<file path="src/logic/xau_pkg.sv">
package xau_pkg;

    // Register port offsets
    localparam logic [1:0]  ADDR_ACC      = 2'h0;
    localparam logic [1:0]  ADDR_MQ       = 2'h1;
    localparam logic [1:0]  ADDR_FLAGS    = 2'h2;
    localparam logic [1:0]  ADDR_STEP     = 2'h3;

    // Flag register field positions
    localparam int          FLG_LINK      = 0;
    localparam int          FLG_GT        = 1;
    localparam int          FLG_MODE      = 2;
    localparam int          FLG_BUSY      = 3;

    // Reset values and compare constants
    localparam logic [11:0] WORD_RESET    = 12'h000;
    localparam logic [4:0]  SC_RESET      = 5'h00;
    localparam logic [4:0]  SC_LAST       = 5'h1f;
    localparam logic [4:0]  SC_PENULT     = 5'h1e;
    localparam logic [23:0] NORM_MIN_NEG  = 24'h800000;

    typedef enum logic [3:0] {
        OP_SHIFT_LEFT   = 4'h0,
        OP_ARITH_RIGHT  = 4'h1,
        OP_LOGIC_RIGHT  = 4'h2,
        OP_NORMALIZE    = 4'h3,
        OP_SKIP_ZERO    = 4'h4,
        OP_COMPLEMENT   = 4'h5,
        OP_INCREMENT    = 4'h6,
        OP_STORE        = 4'h7,
        OP_ADD          = 4'h8,
        OP_MODE_B       = 4'h9,
        OP_MODE_A       = 4'ha
    } xau_op_type;

    typedef enum logic [2:0] {
        ST_IDLE      = 3'b000,
        ST_WAIT_CNT  = 3'b001,
        ST_SHIFT     = 3'b010,
        ST_NORM      = 3'b011,
        ST_PASS2     = 3'b100,
        ST_WAIT_EXEC = 3'b101,
        ST_EXEC      = 3'b110
    } xau_state_type;

endpackage : xau_pkg

</file>
<file path="src/logic/xau_adder.sv">
`timescale 1ns/1ps
module xau_adder
    import xau_pkg::*;
(
    input  wire logic [11:0] operand_a,
    input  wire logic [11:0] operand_b,
    input  wire logic        carry_in,
    output logic      [11:0] sum,
    output logic             carry_out
);
    logic [12:0] full_sum;

    assign full_sum  = {1'b0, operand_a} + {1'b0, operand_b} + {12'h000, carry_in};
    assign sum       = full_sum[11:0];
    assign carry_out = full_sum[12];
endmodule : xau_adder

</file>
<file path="src/logic/xau_core.sv">
// Overview of operation
// - Left shift: MQ top to AC, AC top to link
// - Each shift loads registers, counts, stops at 37
// - Mode A: last shift with extension released
// - Mode B: final step suppresses all shifting
// - Right shifts preset link at fetch pulse
// - Right shift feeds MQ bottom to GT in Mode B, clears GT in Mode A
// - Right shifts keep link, link feeds AC top
// - Normalize clears counter, holds extension line
// - Normalize shifts left while top bits equal
// - Normalize stops when AC2 to MQ11 zero
// - Mode B minimum negative stops, clears AC
// - Skip requested when 24 bits zero
// - Complement in two adder passes with carry
// - Second pass runs one unit step
// - Increment uses same passes without complement
// - Store and add force defer state
// - Second execute flag set, cleared after first
// - Store writes low, swaps, writes high, restores
// - Add clears link at fetch pulse
// - Add: memory plus MQ plus link into AC
// - One shift step per unit clock
// - Mode clears at reset, selects Mode A
// - Counter loads complement of low five bits
`timescale 1ns/1ps
module xau_core
    import xau_pkg::*;
(
    input  wire logic        clk,
    input  wire logic        rst_n,
    input  wire logic        cmd_valid,
    input  wire logic [3:0]  cmd_op,
    input  wire logic        operand_valid,
    input  wire logic [11:0] operand_word,
    input  wire logic        exec_enter,
    input  wire logic        exec_valid,
    input  wire logic [11:0] mem_word,
    input  wire logic [1:0]  reg_addr,
    input  wire logic [11:0] reg_wdata,
    input  wire logic        reg_wr,
    input  wire logic        reg_rd,
    output logic      [11:0] reg_rdata,
    output logic      [11:0] accumulator,
    output logic      [11:0] multiplier_quotient_reg,
    output logic             link,
    output logic             greater_than_flag,
    output logic             transfer_extension_line,
    output logic             skip_request,
    output logic             defer_request,
    output logic             second_execute_flag,
    output logic             accumulator_strobe,
    output logic             mulquot_strobe,
    output logic             greater_flag_strobe,
    output logic      [11:0] mem_write_data,
    output logic             mem_write_strobe,
    output logic             address_increment
);

    xau_state_type state_reg, state_next;
    xau_op_type    op_reg;
    logic [11:0]   ac_reg, mq_reg, wdata_reg, rdata_reg, add_a, add_b, add_sum;
    logic [4:0]    sc_reg;
    logic          link_reg, gt_reg, mode_b_reg, xfer_reg, skip_reg, defer_reg, ex2_reg, wr_reg, inc_reg;
    logic          ac_stb_reg, mq_stb_reg, gt_stb_reg;
    logic          add_cin, add_cout, shift_ok, is_right, norm_stop, cmd_take;

    assign cmd_take  = (state_reg == ST_IDLE) && cmd_valid;
    assign is_right  = (op_reg == OP_ARITH_RIGHT) || (op_reg == OP_LOGIC_RIGHT);
    // Mode B withholds the permit on the final count, so no extra shift
    assign shift_ok  = !(mode_b_reg && (sc_reg == SC_LAST));
    // Unnormalizable: AC2 down through MQ11 all zero
    assign norm_stop = (ac_reg[11] != ac_reg[10]) || ({ac_reg[9:0], mq_reg} == 22'h000000);

    always_comb begin
        add_a   = WORD_RESET;
        add_b   = WORD_RESET;
        add_cin = 1'b0;
        if (state_reg == ST_PASS2) begin
            // Pass 1 parked the high word in MQ, so pass 2 works on MQ
            add_a   = (op_reg == OP_COMPLEMENT) ? ~mq_reg : mq_reg;
            add_cin = link_reg;
        end else if (state_reg == ST_EXEC) begin
            add_a   = mem_word;
            add_b   = mq_reg;
            add_cin = link_reg;
        end else begin
            add_a   = (cmd_op == OP_COMPLEMENT) ? ~mq_reg : mq_reg;
            add_cin = 1'b1;
        end
    end

    xau_adder u_adder (
        .operand_a (add_a),
        .operand_b (add_b),
        .carry_in  (add_cin),
        .sum       (add_sum),
        .carry_out (add_cout)
    );
    always_comb begin
        state_next = state_reg;
        case (state_reg)
            ST_IDLE: begin
                if (cmd_valid) begin
                    case (cmd_op)
                        OP_SHIFT_LEFT, OP_ARITH_RIGHT, OP_LOGIC_RIGHT: state_next = ST_WAIT_CNT;
                        OP_NORMALIZE:                 state_next = ST_NORM;
                        OP_COMPLEMENT, OP_INCREMENT:  state_next = ST_PASS2;
                        OP_STORE, OP_ADD:             state_next = ST_WAIT_EXEC;
                        default:                      state_next = ST_IDLE;
                    endcase
                end
            end
            ST_WAIT_CNT:  if (operand_valid) state_next = ST_SHIFT;
            ST_SHIFT:     if (sc_reg == SC_LAST) state_next = ST_IDLE;
            ST_NORM:      if (norm_stop) state_next = ST_IDLE;
            ST_PASS2:     state_next = ST_IDLE;
            ST_WAIT_EXEC: if (exec_enter) state_next = ST_EXEC;
            ST_EXEC:      if (exec_valid && !ex2_reg) state_next = ST_IDLE;
            default:      state_next = ST_IDLE;
        endcase
    end

    always_ff @(posedge clk) begin
        if (!rst_n) begin
            state_reg <= ST_IDLE;
            op_reg    <= OP_SHIFT_LEFT;
        end else begin
            state_reg <= state_next;
            if (cmd_take) begin
                op_reg <= xau_op_type'(cmd_op);
            end
        end
    end
    always_ff @(posedge clk) begin
        if (!rst_n) begin
            mode_b_reg <= 1'b0;
        end else if (cmd_take && (cmd_op == OP_MODE_B)) begin
            mode_b_reg <= 1'b1;
        end else if (cmd_take && (cmd_op == OP_MODE_A)) begin
            mode_b_reg <= 1'b0;
        end else if (reg_wr && (state_reg == ST_IDLE) && (reg_addr == ADDR_FLAGS)) begin
            mode_b_reg <= reg_wdata[FLG_MODE];
        end
    end

    always_ff @(posedge clk) begin
        if (!rst_n) begin
            sc_reg <= SC_RESET;
        end else if (cmd_take && (cmd_op == OP_NORMALIZE)) begin
            sc_reg <= SC_RESET;
        end else if ((state_reg == ST_WAIT_CNT) && operand_valid) begin
            sc_reg <= ~operand_word[4:0];
        end else if ((state_reg == ST_SHIFT) || ((state_reg == ST_NORM) && !norm_stop)) begin
            sc_reg <= sc_reg + 5'h01;
        end
    end
    always_ff @(posedge clk) begin
        if (!rst_n) begin
            ac_reg     <= WORD_RESET;
            mq_reg     <= WORD_RESET;
            link_reg   <= 1'b0;
            gt_reg     <= 1'b0;
            ac_stb_reg <= 1'b0;
            mq_stb_reg <= 1'b0;
            gt_stb_reg <= 1'b0;
        end else begin
            ac_stb_reg <= 1'b0;
            mq_stb_reg <= 1'b0;
            gt_stb_reg <= 1'b0;
            case (state_reg)
                ST_IDLE: begin
                    if (cmd_valid) begin
                        case (cmd_op)
                            OP_ARITH_RIGHT: link_reg <= ac_reg[11];
                            OP_LOGIC_RIGHT: link_reg <= 1'b0;
                            OP_ADD:         link_reg <= 1'b0;
                            OP_COMPLEMENT, OP_INCREMENT: begin
                                // Processor swap path moves AC to MQ in this pass
                                ac_reg     <= add_sum;
                                mq_reg     <= ac_reg;
                                link_reg   <= add_cout;
                                ac_stb_reg <= 1'b1;
                                mq_stb_reg <= 1'b1;
                            end
                            default: ;
                        endcase
                    end else if (reg_wr) begin
                        if (reg_addr == ADDR_ACC) begin
                            ac_reg <= reg_wdata;
                        end else if (reg_addr == ADDR_MQ) begin
                            mq_reg <= reg_wdata;
                        end else if (reg_addr == ADDR_FLAGS) begin
                            link_reg <= reg_wdata[FLG_LINK];
                            gt_reg   <= reg_wdata[FLG_GT];
                        end
                    end
                end
                ST_SHIFT: begin
                    if (shift_ok) begin
                        ac_stb_reg <= 1'b1;
                        mq_stb_reg <= 1'b1;
                        if (is_right) begin
                            // Link is not loaded; its output feeds the AC top
                            ac_reg     <= {link_reg, ac_reg[11:1]};
                            mq_reg     <= {ac_reg[0], mq_reg[11:1]};
                            gt_reg     <= mode_b_reg & mq_reg[0];
                            gt_stb_reg <= 1'b1;
                        end else begin
                            ac_reg   <= {ac_reg[10:0], mq_reg[11]};
                            link_reg <= ac_reg[11];
                            mq_reg   <= {mq_reg[10:0], 1'b0};
                        end
                    end
                end
                ST_NORM: begin
                    if (!norm_stop) begin
                        ac_reg     <= {ac_reg[10:0], mq_reg[11]};
                        link_reg   <= ac_reg[11];
                        mq_reg     <= {mq_reg[10:0], 1'b0};
                        ac_stb_reg <= 1'b1;
                        mq_stb_reg <= 1'b1;
                    end else if (mode_b_reg && ({ac_reg, mq_reg} == NORM_MIN_NEG)) begin
                        ac_reg     <= WORD_RESET;
                        ac_stb_reg <= 1'b1;
                    end
                end
                ST_PASS2: begin
                    ac_reg     <= add_sum;
                    mq_reg     <= ac_reg;
                    link_reg   <= add_cout;
                    ac_stb_reg <= 1'b1;
                    mq_stb_reg <= 1'b1;
                end
                ST_EXEC: begin
                    if (exec_valid) begin
                        ac_stb_reg <= 1'b1;
                        mq_stb_reg <= 1'b1;
                        mq_reg     <= ac_reg;
                        if (op_reg == OP_ADD) begin
                            ac_reg   <= add_sum;
                            link_reg <= add_cout;
                        end else begin
                            ac_reg <= mq_reg;
                        end
                    end
                end
                default: ;
            endcase
        end
    end
    always_ff @(posedge clk) begin
        if (!rst_n) begin
            xfer_reg  <= 1'b0;
            skip_reg  <= 1'b0;
            defer_reg <= 1'b0;
            ex2_reg   <= 1'b0;
            wdata_reg <= WORD_RESET;
            wr_reg    <= 1'b0;
            inc_reg   <= 1'b0;
        end else begin
            skip_reg  <= 1'b0;
            defer_reg <= 1'b0;
            wr_reg    <= 1'b0;
            inc_reg   <= 1'b0;
            case (state_reg)
                ST_IDLE: begin
                    if (cmd_valid) begin
                        skip_reg  <= (cmd_op == OP_SKIP_ZERO) && ({ac_reg, mq_reg} == 24'h000000);
                        defer_reg <= (cmd_op == OP_STORE) || (cmd_op == OP_ADD);
                        xfer_reg  <= (cmd_op == OP_NORMALIZE) || (cmd_op == OP_COMPLEMENT)
                                     || (cmd_op == OP_INCREMENT);
                    end
                end
                // Released one step early so the last Mode A shift runs with it low
                ST_WAIT_CNT: if (operand_valid) xfer_reg <= (~operand_word[4:0] != SC_LAST);
                ST_SHIFT:    xfer_reg <= (sc_reg != SC_PENULT) && (sc_reg != SC_LAST);
                ST_NORM:     if (norm_stop) xfer_reg <= 1'b0;
                ST_PASS2:    xfer_reg <= 1'b0;
                ST_WAIT_EXEC: if (exec_enter) ex2_reg <= 1'b1;
                ST_EXEC: begin
                    if (exec_valid) begin
                        ex2_reg <= 1'b0;
                        inc_reg <= ex2_reg;
                        if (op_reg == OP_STORE) begin
                            wdata_reg <= mq_reg;
                            wr_reg    <= 1'b1;
                        end
                    end
                end
                default: xfer_reg <= 1'b0;
            endcase
        end
    end

    // Read data stand one cycle only, zero otherwise
    always_ff @(posedge clk) begin
        if (!rst_n || !reg_rd) begin
            rdata_reg <= WORD_RESET;
        end else if (reg_addr == ADDR_ACC) begin
            rdata_reg <= ac_reg;
        end else if (reg_addr == ADDR_MQ) begin
            rdata_reg <= mq_reg;
        end else if (reg_addr == ADDR_FLAGS) begin
            rdata_reg <= {8'h00, (state_reg != ST_IDLE), mode_b_reg, gt_reg, link_reg};
        end else begin
            rdata_reg <= {7'h00, sc_reg};
        end
    end

    assign reg_rdata               = rdata_reg;
    assign accumulator             = ac_reg;
    assign multiplier_quotient_reg = mq_reg;
    assign link                    = link_reg;
    assign greater_than_flag       = gt_reg;
    assign transfer_extension_line = xfer_reg;
    assign skip_request            = skip_reg;
    assign defer_request           = defer_reg;
    assign second_execute_flag     = ex2_reg;
    assign accumulator_strobe      = ac_stb_reg;
    assign mulquot_strobe          = mq_stb_reg;
    assign greater_flag_strobe     = gt_stb_reg;
    assign mem_write_data          = wdata_reg;
    assign mem_write_strobe        = wr_reg;
    assign address_increment       = inc_reg;
endmodule : xau_core

</file>
<file path="config.mk">
export PLATFORM = sky130hd
export DESIGN_NAME = xau_core
export DESIGN_NICKNAME = d
export VERILOG_FILES = /design/src/logic/xau_pkg.sv /design/src/logic/xau_adder.sv /design/src/logic/xau_core.sv
export SDC_FILE = /design/constraint.sdc
export NUM_CORES = 1
export LEC_CHECK = 0
export BUFFER_PORTS_ARGS = -buffer_cell sky130_fd_sc_hd__buf_2
export CAP_MARGIN = 20
export CORE_MARGIN = 2
export CORE_UTILIZATION = 55
export DETAILED_ROUTE_END_ITERATION = 10
export PLACE_DENSITY = 0.79
export SYNTH_ARGS = -nofsm -noshare
export SYNTH_HDL_FRONTEND = slang
export SYNTH_SLANG_ARGS = --single-unit
</file>
<file path="constraint.sdc">
create_clock -name clk -period 5.6 [get_ports clk]
set_input_delay 0.56 -clock clk [delete_from_list [all_inputs] [get_ports clk]]
set_output_delay 0.56 -clock clk [all_outputs]
set_load 0.02 [all_outputs]
</file>
==> impl_summary.log <==
INFO  metric final_period_minus_worst_setup_slack = 3.85 ns
INFO  metric grt_first_pass_wirelength = 28.8 mm
INFO  metric post-place-cells = 914
INFO  metric port_buffers = 101
INFO  metric cts-htree-levels = 3
INFO  metric drt_iter0_drc = 679
INFO  metric cts_resized = 0
INFO  metric hold_path_class = input pin to flip-flop
INFO  metric final-setup-viol-count = 0
INFO  metric insertion_delay = 0.37 ns
INFO  metric power.density = 306 nW/um^2
INFO  metric final-hold-violation-count = 0
INFO  metric vias_in_the_first_global_route = 5507
INFO  metric postSynthNetCount = 802
INFO  metric number_of_sinks_handled_by_clock_tree_synthesis = 72
INFO  metric post_cts.repair.setup_buffers = 0
INFO  metric classification_of_the_worst_setup_path = flip-flop to flip-flop
INFO  metric detail_route.wirelength = 17.8 mm
INFO  metric post-route-worst-setup-slack = 1.75 ns
INFO  metric cts.root.buffer_cell = clkbuf_8
INFO  metric worst_pin_slew = 1.02 ns
INFO  metric power.share.clock = 22.0%
INFO  metric postRouteAntennaNets = 0
INFO  metric cts_buffer_depth = 2
INFO  metric initial_cell_density_of_the_core = 56.0%
INFO  metric postSynthRegisterBits = 72
INFO  metric drive_gt1_share = 20.5%
INFO  metric place_congestion = 0.929
INFO  metric grt-ovfl-total = 0
INFO  metric edff_count_synth = 0
INFO  metric synthArstFlopShare = 0%
INFO  metric post_drt_wl_per_cell = 19.2 um
INFO  metric clkTransAtPathRegs = 0.09 ns
INFO  metric fp.dieArea = 11200 um^2
INFO  metric pin_count_of_the_biggest_net_entering_global_routing = 54
INFO  metric floorplan.core_area = 10200 um^2
INFO  metric critical_path.endpoint_type = flip-flop
INFO  metric fin_hold_ws = 0.379 ns
INFO  metric hpwlAfterDp = 12.7 mm
INFO  metric crit_fanout = 13
INFO  metric cts-buffers-inserted = 9
INFO  metric synthFlopType = dfxtp_1
INFO  metric finalCritPeriodShare = 68.7%
INFO  metric vias = 5920
INFO  metric slowest_delay = 0.47 ns
INFO  metric timing.final.max_slew_violations = 0
INFO  metric power.share.sequential = 35.9%
INFO  metric layout.nets = 857
INFO  metric n_antenna_cell = 0
INFO  metric comb_power_share = 42.1%
INFO  metric post_route_skew = 0.0152 ns
INFO  metric grt_setup_unrepaired = no
INFO  metric drt_first_pass_iters = 5
INFO  metric cts_hold_buffers = 0
INFO  metric route.detailed.drc = 0
INFO  metric result_of_the_run = completed
INFO  metric seq_area_frac_synth = 25.2%
INFO  metric max-slew-margin-rel = 31.6%
INFO  metric finalNonFillerCells = 930
INFO  metric static-leakage-power = 2.61 nW
INFO  metric tritoncts = done
INFO  metric critical_path.top_delay_family = compound AO/OA/AOI/OAI gates
INFO  metric syn_to_final_growth = 11.4%
INFO  metric net-switching-power = 0.868 mW
INFO  metric die-width = 106 um
INFO  metric grt_antenna_before_repair = 0
INFO  metric crit_required = 5.86 ns
INFO  metric worst-endpoint-arrival = 4.11 ns
INFO  metric worstPathBufferInverterCount = 2
INFO  metric pre_cts_slack = 1.46 ns
INFO  metric maxCapViolations = 0
INFO  metric p_int = 1.09 mW
INFO  metric synth_cell_type_count = 81
INFO  metric synthesized_instance_count = 734
INFO  metric groute.usage.overall = 32.1%
INFO  metric post_drt_via_cell_ratio = 6.37
INFO  metric postSynthAreaPerCell = 7.80 um^2
INFO  metric ir_worst_vdd = 0.170 mV
INFO  metric core_rows = 37
INFO  metric dieHeight = 106 um
INFO  metric fmaxAchievable = 0.260 GHz
INFO  metric synthesis.yosys.warnings = 0
INFO  metric cp_slowest_cell = nor2b_1
INFO  metric critical_path.cell_chain = nor2b_1, buf_4, o211ai_1, o21ai_0, fa_1, inv_1, fa_1, a21o_1, a2111oi_2, o21a_1, o21ai_0, xnor2_1, a221oi_2, nor3_1
INFO  metric final.setup.tns = 0 ns
INFO  metric cp-start-kind = flip-flop
INFO  metric post_synth_instance_area = 5730 um^2
INFO  metric p_sw_share = 44.4%
INFO  metric total_i_o_pin_count = 109
## power by group through the flow
stage	combinational [mW]	sequential (mW)	clock, mW
2_1_floorplan	0.604	0.671	0
5_1_grt	0.886	0.707	0.454
3_3_place_gp	0.785	0.704	0
3_5_place_dp	0.801	0.705	0
4_1_cts	0.806	0.692	0.431
6_report	0.822	0.701	0.430
## final timing paths
check / cells past startpoint / startpoint / slack, ns / endpoint
setup / recovery: 14 / state_reg[0]$_SDFFE_PN0P_ / 1.75 / accumulator[10]$_SDFFE_PN0P_
hold / removal: 2 / operand_word[0] / 0.38 / sc_reg[0]$_SDFFE_PP0P_
setup reg to reg: 14 / state_reg[0]$_SDFFE_PN0P_ / 1.75 / accumulator[10]$_SDFFE_PN0P_
hold reg to reg: 2 / second_execute_flag$_SDFFE_PN0P_ / 0.47 / address_increment$_SDFF_PN0_
## through the flow
step / power, mW / area [um^2] / util [%]
global route: 2.05 / 6380 / 62.4
detailed placement: 1.51 / 6190 / 60.5
floorplan: 1.27 / 5730 / -
global placement: 1.49 / 6190 / 60.5
CTS: 1.93 / 6380 / 62.4
finish: 1.95 / 6380 / 62.4
## cells in the final DEF, fill, tap and decap left out, types with 3 or more instances in the layout
cell,count
nand2_1,64
a31oi_1,8
nand3_1,18
dfxtp_1,71
nor2_1,77
mux4_2,4
mux2_2,5
a21oi_1,52
and2_1,5
clkbuf_8,9
o21ai_1,4
o22ai_1,4
a221oi_1,14
o21a_1,6
nand3b_1,3
a211oi_1,21
nor4_1,5
inv_1,12
xor2_1,4
a221o_1,9
a311oi_1,11
nor3_1,15
mux2i_1,25
a21o_1,3
nand2b_1,8
and3_1,18
o21ai_0,27
xnor2_1,30
buf_4,10
or3_1,4
ha_1,16
nor2b_1,48
buf_2,101
a221oi_2,3
a21boi_0,5
o31ai_1,8
a2111oi_2,3
## routing by layer
metal | part of all wire, % | global-route usage [%] | up-vias
met5 | 0 | 0 | -
met2 | 44 | 50.0 | 380
met3 | 11 | 7.11 | 43
li1 | - | - | 2774
met4 | 2.4 | 10.7 | 0
met1 | 42 | 44.2 | 2723
## cells by family (layout without fill, tap and decap cells)
| family | count (synthesis) | count (layout) | synth area share [%] |
|---|---|---|---|
| adders and majority gates | 18 | 18 | 4.19 |
| DFF | 72 | 72 | 25.2 |
| and+or+nand+nor | 290 | 290 | 26.1 |
| buffers and inverters | 80 | 140 | 6.44 |
| AOI/OAI and AO/OA | 206 | 206 | 26.0 |
| muxes | 34 | 34 | 6.93 |
| xor gates and xnor gates | 34 | 34 | 5.20 |
## area by class of cell
class / instances / area [um^2]
tap: 136 / 170
sequential: 72 / 1440
timing repair buffer: 111 / 581
inverter: 13 / 48.8
clock buffer: 10 / 128
fill: 891 / 3850
multi-input combinational: 582 / 3940
clock inverter: 6 / 67.6
## synthesized netlist by cell type, types with 4 or more instances
| library cell | instances | area share, % |
|---|---|---|
| buf_2 | 28 | 2.4 |
| o21a_1 | 6 | 0.79 |
| xnor2_1 | 30 | 4.6 |
| mux4_2 | 4 | 1.6 |
| mux2i_1 | 25 | 4.4 |
| o21ai_0 | 27 | 2.4 |
| a221oi_1 | 14 | 2.1 |
| o31ai_1 | 8 | 1.0 |
| a221o_1 | 9 | 1.6 |
| dfxtp_1 | 72 | 25 |
| nor4_1 | 5 | 0.55 |
| a21oi_1 | 52 | 4.5 |
| nor2b_1 | 48 | 5.2 |
| mux2_2 | 5 | 0.98 |
| nand2_1 | 64 | 4.2 |
| a21boi_0 | 5 | 0.66 |
| nand3_1 | 18 | 1.6 |
| xor2_1 | 4 | 0.61 |
| ha_1 | 16 | 3.5 |
| a211oi_1 | 21 | 2.8 |
| nor3_1 | 16 | 1.4 |
| a31oi_1 | 8 | 0.87 |
| or3_1 | 4 | 0.44 |
| o21ai_1 | 4 | 0.35 |
| nand2b_1 | 8 | 0.87 |
| inv_1 | 12 | 0.79 |
| and3_1 | 18 | 2.0 |
| a311oi_1 | 11 | 1.7 |
| nor2_1 | 77 | 5.0 |
| o22ai_1 | 4 | 0.44 |
| clkbuf_1 | 29 | 1.9 |
| buf_1 | 4 | 0.26 |
| and2_1 | 5 | 0.55 |
(Power assumes the default switching activity.)
